--- config.mk ---
export PLATFORM = sky130hd
export DESIGN_NAME = power_monitor_limit
export DESIGN_NICKNAME = d
export VERILOG_FILES = /design/src/core/pwr_mon_pkg.sv /design/src/core/limit_compare.sv /design/src/core/power_monitor_limit.sv
export VERILOG_INCLUDE_DIRS = /design/src /design/src/core
export SDC_FILE = /design/constraint.sdc
export NUM_CORES = 2
export LEC_CHECK = 0
export ABC_AREA = 0
export CAP_MARGIN = 20
export CORE_MARGIN = 1.5
export CORE_UTILIZATION = 45
export CTS_CLUSTER_DIAMETER = 40
export DETAILED_ROUTE_END_ITERATION = 6
export DONT_BUFFER_PORTS = 1
export GPL_TIMING_DRIVEN = 0
export PLACE_DENSITY = 0.59
export SYNTH_ARGS = -nofsm -noshare
export SYNTH_HDL_FRONTEND = slang
export SYNTH_HIERARCHICAL = 1
export SYNTH_SLANG_ARGS = --single-unit
--- constraint.sdc ---
create_clock -name i_ref_clk -period 6.75 [get_ports i_ref_clk]
set_input_delay 0.675 -clock i_ref_clk [delete_from_list [all_inputs] [get_ports i_ref_clk]]
set_output_delay 0.675 -clock i_ref_clk [all_outputs]
set_load 0.02 [all_outputs]
--- src/core/pwr_mon_params.svh ---
// Constants for the power monitor limit and result-format block
`ifndef PWR_MON_PARAMS_SVH
`define PWR_MON_PARAMS_SVH
// Register offsets (word index on the plain register port)
`define OFF_GEN_CFG 4'h0
`define OFF_ADC_CFG 4'h1
`define OFF_CUR_LIM 4'h2
`define OFF_BUS_LIM 4'h3
`define OFF_PWR_LIM 4'h4
`define OFF_CUR_RES 4'h5
`define OFF_BUS_RES 4'h6
`define OFF_PWR_RES 4'h7
`define OFF_TMP_RES 4'h8
`define OFF_CHG_RES 4'h9
`define OFF_IRQ_STAT 4'hA
`define OFF_IRQ_MASK 4'hB
// Reset values
`define RST_GEN_CFG 16'h0000
`define RST_ADC_CFG 16'h0001
`define RST_CUR_LIM 16'h7FFF
`define RST_BUS_LIM 16'h7FFF
`define RST_PWR_LIM 16'hFFFF
`define RST_IRQ_MASK 4'h0
// Field positions
`define ADC_CFG_RUN 0
`define GEN_CFG_CLR_CHG 0
`define IRQ_CUR 0
`define IRQ_BUS 1
`define IRQ_PWR 2
`define IRQ_DONE 3
// Alignment of limits against results
`define CUR_LIM_SHIFT 4
`define PWR_LIM_SHIFT 8
`endif

--- src/core/pwr_mon_pkg.sv ---
// Types shared by the power monitor limit block
package pwr_mon_pkg;
   typedef enum logic [1:0] {SRC_TEMP, SRC_CUR, SRC_BUS} src_e;
   // One finished conversion from the converter front end
   typedef struct packed {
      logic valid;
      src_e src;
      logic [19:0] value;
   } sample_s;
   // Over-limit flags in status-bit order
   typedef struct packed {
      logic pwr;
      logic bus;
      logic cur;
   } fault_s;
endpackage : pwr_mon_pkg

--- src/core/limit_compare.sv ---
// Signed or unsigned compare of a wide result's upper bits against a 16-bit limit
`timescale 1ns/1ps
module limit_compare #(
   parameter int WIDTH = 20
) (
   input wire logic i_ref_clk,
   input wire logic i_nrst,
   input wire logic i_check,
   input wire logic i_signed,
   input wire logic [WIDTH-1:0] i_result,
   input wire logic [15:0] i_limit,
   output logic o_trip
);
   // ------------------------------------------------------------
   // Registered compare
   // ------------------------------------------------------------
   logic [15:0] upper;
   logic over;

   // Limit step equals result step times 2**(WIDTH-16)
   assign upper = i_result[WIDTH-1 -: 16];
   always_comb begin
      if (i_signed) begin
         over = $signed(upper) > $signed(i_limit);
      end else begin
         over = upper > i_limit;
      end
   end

   // One-cycle pulse only on a checked sample
   always_ff @(posedge i_ref_clk or negedge i_nrst) begin
      if (!i_nrst) begin
         o_trip <= 1'b0;
      end else begin
         o_trip <= i_check & over;
      end
   end
endmodule : limit_compare

--- src/core/power_monitor_limit.sv ---
// Limit compare, result format and register file of the power monitor
`timescale 1ns/1ps
`include "pwr_mon_params.svh"
module power_monitor_limit (
   input wire logic i_ref_clk,
   input wire logic i_nrst,
   input wire pwr_mon_pkg::sample_s i_sample,
   output pwr_mon_pkg::src_e o_conv_src,
   output logic o_conv_run,
   input wire logic [3:0] i_addr,
   input wire logic [15:0] i_wdata,
   input wire logic i_wr,
   input wire logic i_rd,
   output logic [31:0] o_rdata,
   output pwr_mon_pkg::fault_s o_fault,
   output logic o_irq
);
   import pwr_mon_pkg::*;

   // ------------------------------------------------------------
   // Registers
   // ------------------------------------------------------------
   logic [15:0] gen_cfg;
   logic [15:0] adc_cfg;
   logic [15:0] cur_lim;
   logic [15:0] bus_lim;
   logic [15:0] pwr_lim;
   logic signed [19:0] cur_res;
   logic signed [19:0] bus_res;
   logic signed [15:0] tmp_res;
   logic [23:0] pwr_res;
   logic signed [39:0] chg_res;
   logic [3:0] irq_stat;
   logic [3:0] irq_mask;
   logic pwr_check;
   logic cur_trip;
   logic bus_trip;
   logic pwr_trip;
   logic [3:0] irq_set;
   src_e next_src;
   // Decoded sample strobes, one per sampled quantity with a limit (current, bus)
   logic cur_seen;
   logic bus_seen;

   // Write decode helper
   function automatic logic hit(input logic [3:0] a, input logic [3:0] off);
      hit = (a == off);
   endfunction : hit

   // Magnitude of a signed product, used for power
   function automatic logic [23:0] pwr_of(input logic signed [19:0] c,
                                          input logic signed [19:0] v);
      logic signed [39:0] p;
      logic [39:0] m;
      p = c * v;
      m = p[39] ? 40'(-p) : 40'(p);
      pwr_of = m[39:16];
   endfunction : pwr_of

   // Finished sample of one quantity; several processes key on it
   function automatic logic is_src(input sample_s s, input src_e k);
      is_src = s.valid && (s.src == k);
   endfunction : is_src

   // Sign-extend a 20-bit result onto the 32-bit read port
   // Keeps negative current and bus readings negative for the host
   function automatic logic [31:0] sext20(input logic [19:0] r);
      sext20 = {{12{r[19]}}, r};
   endfunction : sext20

   // ------------------------------------------------------------
   // Sample strobes
   // ------------------------------------------------------------
   // Decoded once so the compares, flags and sums agree on one edge
   assign cur_seen = is_src(i_sample, SRC_CUR);
   assign bus_seen = is_src(i_sample, SRC_BUS);

   // ------------------------------------------------------------
   // Configuration, reset to defaults at every power-up
   // ------------------------------------------------------------
   always_ff @(posedge i_ref_clk or negedge i_nrst) begin
      if (!i_nrst) begin
         gen_cfg <= `RST_GEN_CFG;
         adc_cfg <= `RST_ADC_CFG;
      end else if (i_wr) begin
         // Settings are lost on a power cycle; host must rewrite
         // Bit 0 of the general setting also clears the charge sum,
         // and the written value is kept for readback
         if (hit(i_addr, `OFF_GEN_CFG)) begin
            gen_cfg <= i_wdata;
         end
         if (hit(i_addr, `OFF_ADC_CFG)) begin
            adc_cfg <= i_wdata;
         end
      end
   end

   // ------------------------------------------------------------
   // Fault limits, one 16-bit register each for current, bus and power
   // ------------------------------------------------------------
   // Limits reset to their loosest values, so nothing trips
   // before the host arms a threshold
   always_ff @(posedge i_ref_clk or negedge i_nrst) begin
      if (!i_nrst) begin
         cur_lim <= `RST_CUR_LIM;
         bus_lim <= `RST_BUS_LIM;
         pwr_lim <= `RST_PWR_LIM;
      end else if (i_wr) begin
         if (hit(i_addr, `OFF_CUR_LIM)) begin
            cur_lim <= i_wdata;
         end
         if (hit(i_addr, `OFF_BUS_LIM)) begin
            bus_lim <= i_wdata;
         end
         if (hit(i_addr, `OFF_PWR_LIM)) begin
            pwr_lim <= i_wdata;
         end
      end
   end

   // ------------------------------------------------------------
   // Conversion sequencing: temperature, current, bus in turn
   // ------------------------------------------------------------
   always_comb begin
      unique case (o_conv_src)
         SRC_TEMP: next_src = SRC_CUR;
         SRC_CUR: next_src = SRC_BUS;
         SRC_BUS: next_src = SRC_TEMP;
         default: next_src = SRC_TEMP;
      endcase
   end

   // Front end runs free while the run bit is set
   always_ff @(posedge i_ref_clk or negedge i_nrst) begin
      if (!i_nrst) begin
         o_conv_src <= SRC_TEMP;
         o_conv_run <= 1'b0;
      end else begin
         o_conv_run <= adc_cfg[`ADC_CFG_RUN];
         // Step only on the quantity expected, so a stray sample
         // of another source cannot skip a measurement
         if (is_src(i_sample, o_conv_src)) begin
            o_conv_src <= next_src;
         end
      end
   end

   // ------------------------------------------------------------
   // Results in two's complement, except power, an unsigned magnitude
   // ------------------------------------------------------------
   // Temperature keeps only the low 16 bits of the sample word;
   // the upper bits of that word carry nothing
   always_ff @(posedge i_ref_clk or negedge i_nrst) begin
      if (!i_nrst) begin
         cur_res <= '0;
         bus_res <= '0;
         tmp_res <= '0;
      end else if (i_sample.valid) begin
         unique case (i_sample.src)
            SRC_CUR: cur_res <= i_sample.value;
            SRC_BUS: bus_res <= i_sample.value;
            SRC_TEMP: tmp_res <= i_sample.value[15:0];
            default: ;
         endcase
      end
   end

   // Power updates after each bus sample; charge sums current
   always_ff @(posedge i_ref_clk or negedge i_nrst) begin
      if (!i_nrst) begin
         pwr_res <= '0;
         pwr_check <= 1'b0;
      end else begin
         // Compare one cycle later, once the new power has settled
         pwr_check <= bus_seen;
         if (bus_seen) begin
            // Uses the current stored before this bus sample
            pwr_res <= pwr_of(cur_res, i_sample.value);
         end
      end
   end

   // Charge is a signed running sum, cleared from the general config
   always_ff @(posedge i_ref_clk or negedge i_nrst) begin
      if (!i_nrst) begin
         chg_res <= '0;
      end else if (i_wr && hit(i_addr, `OFF_GEN_CFG) &&
                   i_wdata[`GEN_CFG_CLR_CHG]) begin
         chg_res <= '0;
      end else if (cur_seen) begin
         // Wraps silently at 40 bits; the host clears it in time
         chg_res <= chg_res + 40'(signed'(i_sample.value));
      end
   end

   // ------------------------------------------------------------
   // Limit compares
   // ------------------------------------------------------------
   // Current and bus compares are signed, so a negative limit
   // trips on any reading above it
   // Current: upper 16 of 20 bits, limit step is sixteen result steps
   limit_compare #(.WIDTH(20)) u_cur_cmp (
      .i_ref_clk(i_ref_clk),
      .i_nrst(i_nrst),
      .i_check(cur_seen),
      .i_signed(1'b1),
      .i_result(i_sample.value),
      .i_limit(cur_lim),
      .o_trip(cur_trip)
   );

   // Bus voltage against the bus overvoltage limit
   limit_compare #(.WIDTH(20)) u_bus_cmp (
      .i_ref_clk(i_ref_clk),
      .i_nrst(i_nrst),
      .i_check(bus_seen),
      .i_signed(1'b1),
      .i_result(i_sample.value),
      .i_limit(bus_lim),
      .o_trip(bus_trip)
   );

   // Power is a magnitude, so its compare is unsigned
   // Power is unsigned, upper 16 of 24 bits
   limit_compare #(.WIDTH(24)) u_pwr_cmp (
      .i_ref_clk(i_ref_clk),
      .i_nrst(i_nrst),
      .i_check(pwr_check),
      .i_signed(1'b0),
      .i_result(pwr_res),
      .i_limit(pwr_lim),
      .o_trip(pwr_trip)
   );

   // ------------------------------------------------------------
   // Fault flags and interrupt
   // ------------------------------------------------------------
   assign irq_set = {pwr_check, pwr_trip, bus_trip, cur_trip};

   // Fault flags follow the latest compare of each quantity
   // A new sample drops the old verdict; its own compare lands
   // one cycle later and sets the flag again if still over
   always_ff @(posedge i_ref_clk or negedge i_nrst) begin
      if (!i_nrst) begin
         o_fault <= '0;
      end else begin
         if (cur_seen) begin
            o_fault.cur <= 1'b0;
         end else if (cur_trip) begin
            o_fault.cur <= 1'b1;
         end
         if (bus_seen) begin
            o_fault.bus <= 1'b0;
         end else if (bus_trip) begin
            o_fault.bus <= 1'b1;
         end
         if (pwr_trip) begin
            o_fault.pwr <= 1'b1;
         end else if (pwr_check) begin
            o_fault.pwr <= 1'b0;
         end
      end
   end

   // Sticky status, write one to clear; a new event wins the clear
   // Bit 3 marks every finished power update, tripped or not,
   // so the host can pace its reads of the power result
   always_ff @(posedge i_ref_clk or negedge i_nrst) begin
      if (!i_nrst) begin
         irq_stat <= '0;
      end else begin
         irq_stat <= irq_set |
            (irq_stat & ~((i_wr && hit(i_addr, `OFF_IRQ_STAT)) ?
                          i_wdata[3:0] : 4'h0));
      end
   end

   // Mask of the same layout as the status bits
   always_ff @(posedge i_ref_clk or negedge i_nrst) begin
      if (!i_nrst) begin
         irq_mask <= `RST_IRQ_MASK;
      end else if (i_wr && hit(i_addr, `OFF_IRQ_MASK)) begin
         irq_mask <= i_wdata[3:0];
      end
   end

   // Registered level, one cycle behind the status bit
   // Kept registered so the pin never glitches on a decode
   always_ff @(posedge i_ref_clk or negedge i_nrst) begin
      if (!i_nrst) begin
         o_irq <= 1'b0;
      end else begin
         o_irq <= |(irq_stat & irq_mask);
      end
   end

   // ------------------------------------------------------------
   // Read port, data one cycle after the strobe, zero otherwise
   // ------------------------------------------------------------
   // 16-bit settings sit in the low half, 20-bit results are
   // sign-extended, power is zero-extended, and charge shows its
   // low 32 of 40 bits; results are read-only, writes to them drop
   // Charge must be read often enough to catch a wrap
   always_ff @(posedge i_ref_clk or negedge i_nrst) begin
      if (!i_nrst) begin
         o_rdata <= '0;
      end else if (!i_rd) begin
         o_rdata <= '0;
      end else begin
         unique case (i_addr)
            `OFF_GEN_CFG: o_rdata <= {16'h0000, gen_cfg};
            `OFF_ADC_CFG: o_rdata <= {16'h0000, adc_cfg};
            `OFF_CUR_LIM: o_rdata <= {16'h0000, cur_lim};
            `OFF_BUS_LIM: o_rdata <= {16'h0000, bus_lim};
            `OFF_PWR_LIM: o_rdata <= {16'h0000, pwr_lim};
            `OFF_CUR_RES: o_rdata <= sext20(cur_res);
            `OFF_BUS_RES: o_rdata <= sext20(bus_res);
            `OFF_PWR_RES: o_rdata <= {8'h00, pwr_res};
            `OFF_TMP_RES: o_rdata <= {{16{tmp_res[15]}}, tmp_res};
            `OFF_CHG_RES: o_rdata <= chg_res[31:0];
            `OFF_IRQ_STAT: o_rdata <= {28'h0000000, irq_stat};
            `OFF_IRQ_MASK: o_rdata <= {28'h0000000, irq_mask};
            default: o_rdata <= '0; // Unmapped reads return zero
         endcase
      end
   end
endmodule : power_monitor_limit

==> impl_metrics.env <==
export IMPL_tns_ns=-23.78
export IMPL_hold_viol=0
export IMPL_slew_violations=0
export IMPL_ff2ff_setup_slack_ns=-1.09
export IMPL_synth_cell_types=79
export IMPL_rows=92
export IMPL_crit_fanout=10
export IMPL_core_region_area_um2=63400
export IMPL_r2r_start="cur_res[9]"
export IMPL_worstPathArrival_ns=8.24
export IMPL_dieArea_um2=66100
export IMPL_violations="negative setup slack"
export IMPL_ys_ff_latch=243
export IMPL_synthToLayoutAreaGrowth_pct=13.8
export IMPL_tightest_slew_ns=1.15
export IMPL_antenna_found_initial=2
export IMPL_final_setup_viol_count=24
export IMPL_synth_area_per_cell_um2=9.37
export IMPL_htree_levels=1
export IMPL_min_delay_path_class="in2async"
export IMPL_grt_pass1_vias=23460
export IMPL_cts_made_buffers=26
export IMPL_startpoint_type="flip-flop"
export IMPL_worstPathRequired_ns=7.15
export IMPL_ys_warnings_count=6
export IMPL_async_flop_share=1.00
export IMPL_clockRootBuffer="clkbuf_16"
export IMPL_wl_per_cell_um=23.0
export IMPL_synthesis_area_um2=29000
export IMPL_place_congestion=0.962
export IMPL_syn_inst=3101
export IMPL_final_common_cell="inv_1"
export IMPL_die_h_um=257
export IMPL_rr_worst_depth=26
export IMPL_drc=0
export IMPL_layout_nets=3858
export IMPL_worstSetupPathType="reg2reg"
export IMPL_grt_max_degree=209
export IMPL_fin_crit_sh=1.16
export IMPL_numPortBuffers=0
export IMPL_clk_pin_slew_worst_paths_ns=0.07
export IMPL_ys_seq_area_frac=0.211
export IMPL_antenna_cells=0
export IMPL_die_x_um=257
export IMPL_numClockSinks=243
export IMPL_cts_tree="built"
export IMPL_layout_area_seq_um2=6150
export IMPL_final_setup_worst_slack_ns=-1.09
export IMPL_viasPerCell=5.68
export IMPL_dpl_worst_slack_ns=-2.54
export IMPL_synth_edf_count=0
export IMPL_layout_drive_gt1_share=0.159
export IMPL_grt_pass1_wl_um=143000
export IMPL_dp_hpwl_um=74900
export IMPL_antenna_left=0
export IMPL_finalCriticalPeriod_ns=7.84
export IMPL_max_slew_margin=0.233
export IMPL_synthFlopType="dfrtp_1"
export IMPL_drv_cap=0
export IMPL_clk_latency_ns=0.55
export IMPL_rsz0062_at_grt="true"
export IMPL_multi_input_area_um2=21400
export IMPL_dr_pass1_iters=5
export IMPL_route_vias_total=23092
export IMPL_rr_endpoint="pwr_res[1]"
export IMPL_initial_core_util=0.458
export IMPL_overflow=0
export IMPL_status="finished with violations"
export IMPL_cts_path_max_buffers=3
export IMPL_fill_cells=5881
export IMPL_io_pins=86
export IMPL_fin_skew_ns=0.0209
export IMPL_end_kind="flip-flop"
export IMPL_grt_usage=0.283
export IMPL_drt_iter0_markers=1953
export IMPL_drt_wl_total_um=93700
export IMPL_fmax_mhz=127
export IMPL_final_cell_mix="499 x inv_1, 438 x nand2_1, 410 x fa_1"
-- Yosys cell counts, drive strengths merged (29+ instances only) --
library cell | count | share of area
a221oi | 35 | 0.011
dfstp | 47 | 0.043
fa | 421 | 0.29
clkbuf | 144 | 0.019
nor2 | 82 | 0.011
nand2 | 442 | 0.057
a21o | 32 | 0.0083
inv | 511 | 0.066
a22o | 33 | 0.010
and2 | 221 | 0.048
nand3 | 29 | 0.0053
ha | 186 | 0.080
dfrtp | 196 | 0.17
o21ai | 57 | 0.0098
a31oi | 32 | 0.0069
xnor2 | 64 | 0.019
mux2 | 99 | 0.038
a21oi | 134 | 0.024
a22oi | 37 | 0.0096
-- state kept, by name (all words and copies together) (netlist names), 3 cells and up --
signal	flops
tmp_res	16
gen_cfg	16
o_rdata	32
chg_res	32
irq_mask	4
pwr_lim	16
cur_lim	16
adc_cfg	16
bus_res	20
cur_res	20
o_fault	3
bus_lim	16
pwr_res	24
irq_stat	4
-- per-layer routing --
| layer | wire length (µm) | GRT usage |
|---|---|---|
| met2 | 44600 | 0.460 |
| met3 | 5970 | 0.0373 |
| met4 | 2640 | 0.0690 |
| met1 | 40600 | 0.402 |
| met5 | 0 | 0 |
-- worst max path at each step --
| stage | startpoint | to | slack, ns | cells past startpoint |
|---|---|---|---|---|
| finish | cur_res[9] | pwr_res[1] | -1.09 | 26 |
| global route | cur_res[9] | pwr_res[17] | -1.27 | 31 |
| CTS | cur_res[7] | pwr_res[13] | -1.16 | 28 |
| detailed placement | i_sample[5] | pwr_res[20] | -2.54 | 27 |
| global placement | i_sample[5] | pwr_res[20] | -2.49 | 27 |
| floorplan | i_sample[4] | pwr_res[20] | -0.73 | 30 |
-- cell type report --
| cell class | instances | area share |
|---|---|---|
| Clock buffer | 35 | 0.0220 |
| Tap cell | 846 | 0.0320 |
| Multi-Input combinational cell | 2192 | 0.646 |
| Buffer | 143 | 0.0270 |
| Timing Repair Buffer | 86 | 0.0233 |
| Sequential cell | 243 | 0.186 |
| Inverter | 512 | 0.0583 |
| Clock inverter | 12 | 0.00485 |
-- repair_timing --
action | CTS | global route
buffers inserted | 38 | 37
cloned | 2 | 1
gates resized for setup | 185 | 130
endpoints found under the hold margin | 208 | 0
pin swaps | 34 | 59
hold buffers | 2 | 0
endpoints found under the setup margin | 24 | 24
-- logic make-up (layout without fill, tap and decap cells) --
logic type,after synthesis,after routing,share of synthesized area
multiplexers,104,104,0.0401
buffers and inverters,667,788,0.0870
flip-flops,243,243,0.211
AND/OR/NAND/NOR,925,925,0.156
XOR/XNOR,82,82,0.0247
other,2,3,0.000259
AO/OA/AOI/OAI,471,471,0.111
adder cells (fa/ha/maj),607,607,0.370
-- critical path: stages, from the launching register on --
cell and delay [ns]:
dfrtp_2 0.44, buf_4 0.15, clkbuf_8 0.17, nand2_1 0.09
fa_1 0.45, fa_1 0.57, fa_1 0.44, fa_1 0.58
inv_2 0.06, fa_1 0.49, fa_1 0.51, inv_1 0.05
fa_1 0.51, inv_2 0.04, ha_4 0.27, nand3_2 0.09
or4_4 0.47, a2111o_1 0.49, nand3_2 0.14, a21bo_1 0.17
nand4_1 0.14, and3_4 0.20, or3_4 0.47, buf_16 0.20
a21oi_4 0.17, xnor2_4 0.18, o21ai_1 0.09
-- metrics by stage --
stage / cell area, µm² / cells / util / hold slack [ns]
floorplan: 29200 / 3102 / - / 0.379
global placement: 30200 / 3948 / 0.477 / 0.385
detailed placement: 30200 / 3952 / 0.477 / 0.383
CTS: 32300 / 4036 / 0.510 / 0.196
global route: 33000 / 4069 / 0.521 / 0.198
finish: 33000 / 4069 / 0.521 / 0.101
Power is not shown: default switching activity piles up to over one toggle a cycle in this logic, so the estimate is an artifact.
